$ cat src/hw/gdc_pkg.sv
package gdc_pkg;
  // ----------------------------------------------------------------
  // register map
  // ----------------------------------------------------------------
  localparam logic [3:0] GDC_ADDR_HIGH_SIDE = 4'h6;
  localparam logic [3:0] GDC_ADDR_LOW_SIDE  = 4'h7;
  localparam logic [7:0] GDC_RESET_HIGH     = 8'hff;
  localparam logic [7:0] GDC_RESET_LOW      = 8'hff;
  // ----------------------------------------------------------------
  // field positions
  // ----------------------------------------------------------------
  localparam int         GDC_SOURCE_MSB     = 7;
  localparam int         GDC_SOURCE_LSB     = 4;
  localparam int         GDC_SINK_MSB       = 3;
  localparam int         GDC_SINK_LSB       = 0;
  // ----------------------------------------------------------------
  // lock field codes
  // ----------------------------------------------------------------
  localparam logic [2:0] GDC_LOCK_CODE      = 3'h6;
  localparam logic [2:0] GDC_UNLOCK_CODE    = 3'h3;
  localparam logic       GDC_LOCKED_RESET   = 1'h0;
  // ----------------------------------------------------------------
  // read defaults
  // ----------------------------------------------------------------
  localparam logic [7:0] GDC_READ_IDLE      = 8'h00;
endpackage

$ cat src/hw/gdc_top.sv
`timescale 1ns/1ns
`default_nettype none
// How it works
// - high source code in bits 7-4 of high register, reset 1111b, 16-step scale.
// - high sink code in bits 3-0 of high register, reset 1111b, same scale.
// - low source code in bits 7-4 of low register, reset 1111b, same scale.
// - low sink code in bits 3-0 of low register, reset 1111b, same scale.
// - low register lives at offset 7h and resets to FFh.
// - high register lives at offset 6h and resets to FFh.
// - lock code 110b blocks writes; 011b unlocks them again.
module gdc_top
  import gdc_pkg::*;
(
  // clock and reset
  input  wire logic       MCLK,
  input  wire logic       RESET_N,
  // register port
  input  wire logic       WR_EN,
  input  wire logic [3:0] ADDR,
  input  wire logic [7:0] WDATA,
  output var  logic [7:0] RDATA,
  // lock field value from control register
  input  wire logic [2:0] LOCK_FIELD,
  input  wire logic       LOCK_WR,
  // drive stage codes
  output var  logic [3:0] HIGH_SOURCE_CURRENT_CODE,
  output var  logic [3:0] HIGH_SINK_CURRENT_CODE,
  output var  logic [3:0] LOW_SOURCE_CURRENT_CODE,
  output var  logic [3:0] LOW_SINK_CURRENT_CODE
);
  import gdc_pkg::*;

  // ----------------------------------------------------------------
  // entry indices
  // ----------------------------------------------------------------
  localparam int HIGH_IDX = 0;
  localparam int LOW_IDX  = 1;
  localparam int ENTRIES  = 2;

  // ----------------------------------------------------------------
  // lock state
  // ----------------------------------------------------------------
  logic locked_q;
  logic locked_d;
  logic lock_take;
  logic unlock_take;

  assign lock_take   = LOCK_WR && (LOCK_FIELD == GDC_LOCK_CODE);
  assign unlock_take = LOCK_WR && (LOCK_FIELD == GDC_UNLOCK_CODE);

  always_comb begin
    locked_d = locked_q;
    if (lock_take) begin
      locked_d = 1'h1;
    end else if (unlock_take) begin
      locked_d = 1'h0;
    end
  end

  always_ff @(posedge MCLK or negedge RESET_N) begin
    if (!RESET_N) begin
      locked_q <= GDC_LOCKED_RESET;
    end else begin
      locked_q <= locked_d;
    end
  end

  // ----------------------------------------------------------------
  // write path
  // ----------------------------------------------------------------
  logic write_ok;

  assign write_ok = WR_EN && !locked_q;

  // ----------------------------------------------------------------
  // drive current registers, one entry per bridge side
  // ----------------------------------------------------------------
  for (genvar i = 0; i < ENTRIES; i = i + 1) begin : g_entry
    localparam logic [3:0] ENTRY_ADDR  = (i == HIGH_IDX) ? GDC_ADDR_HIGH_SIDE : GDC_ADDR_LOW_SIDE;
    localparam logic [7:0] ENTRY_RESET = (i == HIGH_IDX) ? GDC_RESET_HIGH : GDC_RESET_LOW;

    logic [7:0] value_q;
    logic [7:0] value_d;

    always_comb begin
      value_d = value_q;
      if (write_ok && (ADDR == ENTRY_ADDR)) begin
        value_d = WDATA;
      end
    end

    always_ff @(posedge MCLK or negedge RESET_N) begin
      if (!RESET_N) begin
        value_q <= ENTRY_RESET;
      end else begin
        value_q <= value_d;
      end
    end
  end

  // ----------------------------------------------------------------
  // entry views
  // ----------------------------------------------------------------
  logic [7:0] high_value;
  logic [7:0] low_value;
  logic [7:0] high_next;
  logic [7:0] low_next;

  assign high_value = g_entry[HIGH_IDX].value_q;
  assign low_value  = g_entry[LOW_IDX].value_q;
  assign high_next  = g_entry[HIGH_IDX].value_d;
  assign low_next   = g_entry[LOW_IDX].value_d;

  // ----------------------------------------------------------------
  // read path
  // ----------------------------------------------------------------
  logic [7:0] rdata_q;
  logic [7:0] rdata_d;

  always_comb begin
    unique case (ADDR)
      GDC_ADDR_HIGH_SIDE: rdata_d = high_next;
      GDC_ADDR_LOW_SIDE:  rdata_d = low_next;
      default:            rdata_d = GDC_READ_IDLE;
    endcase
  end

  always_ff @(posedge MCLK or negedge RESET_N) begin
    if (!RESET_N) begin
      rdata_q <= GDC_READ_IDLE;
    end else begin
      rdata_q <= rdata_d;
    end
  end

  // ----------------------------------------------------------------
  // outputs
  // ----------------------------------------------------------------
  assign RDATA                    = rdata_q;
  assign HIGH_SOURCE_CURRENT_CODE = high_value[GDC_SOURCE_MSB:GDC_SOURCE_LSB];
  assign HIGH_SINK_CURRENT_CODE   = high_value[GDC_SINK_MSB:GDC_SINK_LSB];
  assign LOW_SOURCE_CURRENT_CODE  = low_value[GDC_SOURCE_MSB:GDC_SOURCE_LSB];
  assign LOW_SINK_CURRENT_CODE    = low_value[GDC_SINK_MSB:GDC_SINK_LSB];

  // ----------------------------------------------------------------
  // checks
  // ----------------------------------------------------------------
  a_high_write: assert property (@(posedge MCLK) disable iff (!RESET_N)
    write_ok && (ADDR == GDC_ADDR_HIGH_SIDE) |=> high_value == $past(WDATA))
    else $error("high register write lost");

  a_low_write: assert property (@(posedge MCLK) disable iff (!RESET_N)
    write_ok && (ADDR == GDC_ADDR_LOW_SIDE) |=> low_value == $past(WDATA))
    else $error("low register write lost");

  a_lock_hold: assert property (@(posedge MCLK) disable iff (!RESET_N)
    locked_q |=> $stable(high_value) && $stable(low_value))
    else $error("write accepted while locked");

  a_lock_set: assert property (@(posedge MCLK) disable iff (!RESET_N)
    LOCK_WR && (LOCK_FIELD == GDC_LOCK_CODE) |=> locked_q)
    else $error("lock not taken");

  a_lock_clear: assert property (@(posedge MCLK) disable iff (!RESET_N)
    LOCK_WR && (LOCK_FIELD == GDC_UNLOCK_CODE) |=> !locked_q)
    else $error("unlock not taken");

  a_lock_other: assert property (@(posedge MCLK) disable iff (!RESET_N)
    LOCK_WR && (LOCK_FIELD != GDC_LOCK_CODE) && (LOCK_FIELD != GDC_UNLOCK_CODE) |=> locked_q == $past(locked_q))
    else $error("other lock code changed the lock");

  a_hs_source: assert property (@(posedge MCLK) disable iff (!RESET_N)
    write_ok && (ADDR == GDC_ADDR_HIGH_SIDE) |=> HIGH_SOURCE_CURRENT_CODE == $past(WDATA[GDC_SOURCE_MSB:GDC_SOURCE_LSB]))
    else $error("high source code wrong");

  a_hs_sink: assert property (@(posedge MCLK) disable iff (!RESET_N)
    write_ok && (ADDR == GDC_ADDR_HIGH_SIDE) |=> HIGH_SINK_CURRENT_CODE == $past(WDATA[GDC_SINK_MSB:GDC_SINK_LSB]))
    else $error("high sink code wrong");

  a_ls_source: assert property (@(posedge MCLK) disable iff (!RESET_N)
    write_ok && (ADDR == GDC_ADDR_LOW_SIDE) |=> LOW_SOURCE_CURRENT_CODE == $past(WDATA[GDC_SOURCE_MSB:GDC_SOURCE_LSB]))
    else $error("low source code wrong");

  a_ls_sink: assert property (@(posedge MCLK) disable iff (!RESET_N)
    write_ok && (ADDR == GDC_ADDR_LOW_SIDE) |=> LOW_SINK_CURRENT_CODE == $past(WDATA[GDC_SINK_MSB:GDC_SINK_LSB]))
    else $error("low sink code wrong");

  a_high_hold: assert property (@(posedge MCLK) disable iff (!RESET_N)
    !(write_ok && (ADDR == GDC_ADDR_HIGH_SIDE)) |=> $stable(high_value))
    else $error("high codes moved without a write");

  a_low_hold: assert property (@(posedge MCLK) disable iff (!RESET_N)
    !(write_ok && (ADDR == GDC_ADDR_LOW_SIDE)) |=> $stable(low_value))
    else $error("low codes moved without a write");

  a_read_high: assert property (@(posedge MCLK) disable iff (!RESET_N)
    ADDR == GDC_ADDR_HIGH_SIDE |=> RDATA == high_value)
    else $error("high read value wrong");

  a_read_back: assert property (@(posedge MCLK) disable iff (!RESET_N)
    ADDR == GDC_ADDR_LOW_SIDE |=> RDATA == low_value)
    else $error("read value wrong");

  a_read_unmapped: assert property (@(posedge MCLK) disable iff (!RESET_N)
    (ADDR != GDC_ADDR_HIGH_SIDE) && (ADDR != GDC_ADDR_LOW_SIDE) |=> RDATA == GDC_READ_IDLE)
    else $error("unmapped read value wrong");

  // ----------------------------------------------------------------
  // coverage
  // ----------------------------------------------------------------
  c_write_high: cover property (@(posedge MCLK) disable iff (!RESET_N)
    WR_EN && !locked_q && ADDR == GDC_ADDR_HIGH_SIDE);

  c_write_low: cover property (@(posedge MCLK) disable iff (!RESET_N)
    WR_EN && !locked_q && ADDR == GDC_ADDR_LOW_SIDE);

  c_locked_write: cover property (@(posedge MCLK) disable iff (!RESET_N)
    WR_EN && locked_q);

  c_lock_with_write: cover property (@(posedge MCLK) disable iff (!RESET_N)
    write_ok && lock_take);

  c_unlock: cover property (@(posedge MCLK) disable iff (!RESET_N)
    locked_q ##1 !locked_q);
endmodule
`default_nettype wire

$ cat config.mk
export PLATFORM = sky130hd
export DESIGN_NAME = gdc_top
export DESIGN_NICKNAME = d
export VERILOG_FILES = /design/src/hw/gdc_pkg.sv /design/src/hw/gdc_top.sv
export SDC_FILE = /design/constraint.sdc
export NUM_CORES = 1
export LEC_CHECK = 0
export BUFFER_PORTS_ARGS = -buffer_cell sky130_fd_sc_hd__buf_2
export CORE_ASPECT_RATIO = 0.8
export CORE_MARGIN = 3
export CORE_UTILIZATION = 47
export CTS_CLUSTER_DIAMETER = 100
export DETAILED_ROUTE_END_ITERATION = 16
export GPL_ROUTABILITY_DRIVEN = 0
export PLACE_DENSITY = 0.77
export SYNTH_ARGS = -nofsm -noshare
export SYNTH_HDL_FRONTEND = slang
export SYNTH_SLANG_ARGS = --single-unit
$ cat constraint.sdc
create_clock -name MCLK -period 2 [get_ports MCLK]
set_input_delay 0.1 -clock MCLK [delete_from_list [all_inputs] [get_ports MCLK]]
set_output_delay 0.1 -clock MCLK [all_outputs]
set_load 0.02 [all_outputs]
==> results of run 1 <==
## cells in the final DEF, fill, tap and decap left out, drive strengths merged, types with 2 or more instances in the layout
cell type    synthesis  final
a211oi               8      8
buf                  3     42
clkbuf               1      3
dfrtp                9      9
dfstp               16     16
dlygate4sd3          0      3
mux2                16     16
mux2i                8      8
nor2                 8      8
o21ai                2      2
## power groups by stage
stage               logic [mW]  clock network [mW]  registers (mW)
finish                   0.281               0.239           0.644
global route             0.303               0.270           0.653
CTS                      0.282               0.245           0.644
detailed placement       0.279                   0           0.651
global placement         0.272                   0           0.649
floorplan                0.105                   0           0.722
## final timing paths
kind,from,to
min reg2reg,locked_q$_DFFE_PN0P_,locked_q$_DFFE_PN0P_
min in group asynchronous,RESET_N,RDATA[7]$_DFF_PN0_
max in group asynchronous,RESET_N,g_entry[1].value_q[3]$_DFF_PN1_
max reg2reg,locked_q$_DFFE_PN0P_,g_entry[0].value_q[2]$_DFF_PN1_
max,locked_q$_DFFE_PN0P_,g_entry[0].value_q[2]$_DFF_PN1_
min,WDATA[3],g_entry[0].value_q[3]$_DFF_PN1_
## per-stage QoR
step | instance area [µm²] | power (mW) | worst slack, ps | cells
after global routing | 1410 | 1.23 | 267 | 148
after CTS | 1400 | 1.17 | 342 | 147
after global placement | 1350 | 0.921 | 419 | 141
after detailed placement | 1350 | 0.930 | 348 | 141
after floorplan | 1140 | 0.827 | 545 | 78
final | 1410 | 1.16 | 352 | 148
## layout make-up
type / count / area, µm² / share of cell area
Tap cell: 25 / 31.3 / 0.0222
Sequential cell: 25 / 646 / 0.459
Clock inverter: 1 / 7.51 / 0.00533
Timing Repair Buffer: 45 / 240 / 0.171
Multi-Input combinational cell: 48 / 457 / 0.324
Clock buffer: 3 / 22.5 / 0.0160
Inverter: 1 / 3.75 / 0.00267
## metal layers
metal / global-route usage / up-vias
li1: - / 369
met1: 0.216 / 371
met2: 0.255 / 36
met3: 0.0550 / 3
met4: 0.0469 / 0
met5: 0 / -
## registers in the layout (all words and copies together) (netlist names)
register / cells
locked_q: 1
RDATA: 8
g_entry.value_q: 16
## kinds of logic after synthesis
family          after synthesis
flops                        25
mux                          24
compound gates               11
buf+inv                       5
simple gates                 13
==> flow_summary.ini, run 1 <==
[timing]
timing.final.max_slew_violations = 0
final_hold_viol_count = 0
max_freq_mhz = 607
rsz0062_at_grt = false
fin_crit_ps = 1650
hold-worst-slack_ps = 15.9
setup_violations = 0
final.setup.tns_ps = 0
fin_worst_skew_ps = 17.4
tightest_slew_ps = 538
slew_headroom = 0.641
fin_crit_sh = 0.824

[power_and_ir_drop]
leakage_nw = 0.738
p_sw_mw = 0.357
p_int_mw = 0.806
switching_share = 0.307
ir_drop_mv = 0.545
p_comb_frac = 0.242
clock_power_share = 0.205
powerDensity_mw_per_mm2 = 827
power_frac_seq = 0.553

[final_layout]
fin_util = 0.630
fill_cells = 178
drive_gt1_frac = 0.659
nets = 143
area_growth_pct = 23.5
n_antenna_cell = 0

[yosys]
mappedNetlistNets = 97
yosysTopAreaCell = dfstp_2
async_reset_ff_frac = 1.00
synth_most_common_cell = dfstp_2
syn_area_mm2 = 0.00114
syn_inst = 78
synthSimpleGateAreaFrac = 0.0790
synth_edf_count = 0
synth_top_area_share = 0.369
ys_seq_elements = 25
synth_compound_area_frac = 0.0670
synth_mux_area_frac = 0.255
ys_types = 18
synth_top_family_by_area = multiplexers
yosys-top-cells-area = dfstp_2 37%, dfrtp_1 20%, mux2_4 11%
yosys.area_share.adder = 0
yosysSeqAreaShare = 0.566
synthTopCellsByCount = 16 x dfstp_2, 9 x dfrtp_1
synth-xor-area-share = 0
syn_area_per_cell_um2 = 14.6
yosys_warnings = 0
synth_flop_cell = dfstp_2

[route]
wl_met2_mm = 1.06
m1WireLength_mm = 1.05
via_count = 779
dr.pass1.iters = 4
antenna_left = 0
wl_per_cell_um = 15.6
wl_mm = 2.31
top_layer_used = met4
drt_iter0_drc = 23
viasPerCell = 5.26
wl_met3_um = 175
drc = 0

[worst_hold_path]
min_path_cells = 2
hold_class = primary input to register

[floorplanning]
ios = 43
die_x_um = 61.1
die_h_um = 50.0
core_area_mm2 = 0.00223
rows = 15
start_util = 0.510
die-area_mm2 = 0.00306

[setup_path]
setup.worst_path.class = register to register
worst_ep_arrival_time_ps = 1920
rrSetupSlack_ps = 350
cp.required_ps = 2270
cp-end-kind = register
cpPeakStageDelay_ps = 570
r2r_cells = 3
crit_buf_inv = 0
start_kind = register
cp_max_fo = 18
cp_top_family = simple AND/OR/NAND/NOR gates
crit_chain = nand2b_4 -> or3_1 -> mux2_4
slowest_stage = or3_1
path_depth = 3

[clocking]
cts_setup_buffers = 0
cts_tree = done
path_clk_slew_ps = 150
cts_num_sinks = 25
clockBufferDepth = 2
cts_resized = 0
cts_hold_buffers = 2
insertion_delay_ps = 340
htree_levels = 1
numCtsBuffers = 3
root_buffer = clkbuf_4

[global_routing]
antenna_found_initial = 0
grt_pass1_vias = 758
grt_max_degree = 26
grt_overflow_total = 0
track_usage = 0.164
grt_first_pass_wirelength_mm = 3.62

[outcome]
status = completed

[flow_run]
drv_cap = 0

[placed_design]
portBuffers = 42
No activity file was read; power rests on OpenSTA's default activity.
==> run 2, diff against run 1 <==
--- a/config.mk
+++ b/config.mk
@@ -5,14 +5,15 @@
 export SDC_FILE = /design/constraint.sdc
 export NUM_CORES = 1
 export LEC_CHECK = 0
+export ABC_AREA = 1
 export BUFFER_PORTS_ARGS = -buffer_cell sky130_fd_sc_hd__buf_2
 export CORE_ASPECT_RATIO = 0.8
 export CORE_MARGIN = 3
-export CORE_UTILIZATION = 47
+export CORE_UTILIZATION = 44
 export CTS_CLUSTER_DIAMETER = 100
 export DETAILED_ROUTE_END_ITERATION = 16
 export GPL_ROUTABILITY_DRIVEN = 0
-export PLACE_DENSITY = 0.77
+export PLACE_DENSITY = 0.74
 export SYNTH_ARGS = -nofsm -noshare
 export SYNTH_HDL_FRONTEND = slang
 export SYNTH_SLANG_ARGS = --single-unit
==> constraint.sdc (replaced) <==
create_clock -name MCLK -period 1.45 [get_ports MCLK]
set_input_delay 0.0725 -clock MCLK [delete_from_list [all_inputs] [get_ports MCLK]]
set_output_delay 0.0725 -clock MCLK [all_outputs]
set_load 0.02 [all_outputs]
==> flow_summary.ini, run 2 <==
[yosys]
yosysTopAreaCell = dfstp_2
synth_top_area_share = 0.338
synthTopCellsByCount = 32 x nand3_1, 29 x inv_1, 26 x nand2_1, 16 x and2_1, 16 x dfstp_2
yosys-top-cells-area = dfstp_2 34%, dfrtp_1 18%, nand3_1 13%
ys_seq_elements = 25
syn_area_per_cell_um2 = 8.75
syn_inst = 142
ys_types = 15
async_reset_ff_frac = 1.00
synth_most_common_cell = nand3_1
syn_area_mm2 = 0.00124
synth_flop_cell = dfstp_2
mappedNetlistNets = 161
yosys_warnings = 0
synth_edf_count = 0
yosysSeqAreaShare = 0.520

[outcome]
status = completed

[clocking]
htree_levels = 1
root_buffer = clkbuf_4
clockBufferDepth = 2
cts_resized = 0
cts_num_sinks = 25
cts_tree = done
insertion_delay_ps = 310
numCtsBuffers = 3
path_clk_slew_ps = 120

[final_layout]
nets = 209
largest_reg_flops = 16
mostFrequentLayoutCell = buf_2
instances_no_fill = 225
fin_util = 0.595
finalInstanceArea_mm2 = 0.00153
drive_gt1_frac = 0.370
area_growth_pct = 22.8
regMostFlops = g_entry.value_q
n_antenna_cell = 0
layout_common_cells = 42 x buf_2, 32 x nand3_1, 29 x inv_1

[setup_path]
cp_max_fo = 8
cp-end-kind = register
worst_ep_arrival_time_ps = 1380
startpoint = locked_q$_DFFE_PN0P_
rr_startpoint = locked_q$_DFFE_PN0P_
cp.required_ps = 1660
setup.worst_path.class = register to register
start_kind = register

[floorplanning]
start_util = 0.485
die_x_um = 65.4
core_area_mm2 = 0.00256
rows = 16
die_h_um = 53.5
die-area_mm2 = 0.00350
ios = 43

[global_routing]
antenna_found_initial = 0
grt_pass1_vias = 951
grt_overflow_total = 0
grt_max_degree = 26
track_usage = 0.151
grt_first_pass_wirelength_mm = 4.09

[flow_run]
drv_cap = 0

[timing]
rsz0062_at_grt = false
hold-worst-slack_ps = 33.3
timing.final.max_slew_violations = 0
final.setup.tns_ps = 0
slew_headroom = 0.641
tightest_slew_ps = 538
fin_crit_ps = 1170
final_hold_viol_count = 0
setup_slack_ps = 280
fin_worst_skew_ps = 1.21
max_freq_mhz = 855
setup_violations = 0
fin_crit_sh = 0.807

[power_and_ir_drop]
p_comb_frac = 0.307
p_sw_mw = 0.591
power_frac_seq = 0.524
leakage_nw = 0.859
switching_share = 0.333
ir_drop_mv = 0.701
powerDensity_mw_per_mm2 = 1160
power_mw = 1.77
p_int_mw = 1.18
clock_power_share = 0.169

[placed_design]
portBuffers = 42
place_ws_ps = 308
dp_hpwl_mm = 1.88
dp.cells = 219
dpl-instance-area_mm2 = 0.00148

[route]
viasPerCell = 4.52
drc = 0
wl_per_cell_um = 11.0
drt_iter0_drc = 30
dr.pass1.iters = 4
antenna_left = 0
via_count = 1018
wl_mm = 2.49

[worst_hold_path]
min_from = LOCK_FIELD[2]
hold_class = primary input to register
[run 2: changes by cell type after synthesis, moves of 2 or more]
| cell | previous run | this run |
|---|---|---|
| nand2_1 | 1 | 26 |
| mux2_2 | 8 | 0 |
| mux2i_1 | 8 | 0 |
| mux2_4 | 8 | 0 |
| inv_1 | 1 | 29 |
| nand3_1 | 0 | 32 |
| and2_1 | 0 | 16 |
| nor2_4 | 0 | 2 |
| a211oi_1 | 8 | 0 |
| nand2_2 | 0 | 2 |
| nor2_1 | 8 | 2 |
[run 2: cell families (layout without fill, tap and decap cells)]
| family | after synthesis | in the layout | share of synthesized area |
|---|---|---|---|
| simple gates | 83 | 83 | 0.355 |
| compound gates | 2 | 2 | 0.0101 |
| buf+inv | 32 | 79 | 0.115 |
| flops | 25 | 25 | 0.520 |
[run 2: critical path: stages (launching register included)]
cell and delay (ps):
dfrtp_1 450, nor2_4 170, buf_4 170, nand3_1 110
nand3_1 120, nand2_1 60
[run 2: layer usage]
| metal | up-vias | track usage | wire (µm) |
|---|---|---|---|
| li1 | 530 | - | - |
| met1 | 452 | 0.187 | 1090 |
| met2 | 34 | 0.274 | 1190 |
| met3 | 2 | 0.0418 | 192 |
| met4 | 0 | 0.0207 | 8 |
| met5 | - | 0 | 0 |
[run 2: layout make-up]
| type | count | area, µm² |
|---|---|---|
| Fill cell | 239 | 1040 |
| Sequential cell | 25 | 646 |
| Multi-Input combinational cell | 85 | 454 |
| Timing Repair Buffer | 46 | 245 |
| Inverter | 29 | 109 |
| Tap cell | 36 | 45.0 |
| Clock buffer | 4 | 26.3 |
[run 2: power groups by stage]
stage	Combinational [mW]	Clock [mW]	Sequential, mW
6_report	0.545	0.300	0.929
5_1_grt	0.603	0.342	0.946
4_1_cts	0.551	0.317	0.931
3_5_place_dp	0.542	0	0.942
3_3_place_gp	0.535	0	0.935
2_1_floorplan	0.218	0	1.08
[run 2: path summary, 6_finish.rpt]
check                                             endpoint  slack [ps]  cells past startpoint
min reg2reg                g_entry[0].value_q[1]$_DFF_PN1_         600                      3
min                                   locked_q$_DFFE_PN0P_          30                      3
max in group asynchronous  g_entry[1].value_q[5]$_DFF_PN1_         820                      2
max                                     RDATA[3]$_DFF_PN0_         280                      5
min in group asynchronous               RDATA[7]$_DFF_PN0_         260                      2
max reg2reg                             RDATA[3]$_DFF_PN0_         280                      5
[run 2: what timing repair did]
action                                 in CTS  in global routing
hold buffers                                2                  0
endpoints found under the hold margin      10                  0
setup buffers                               0                  0
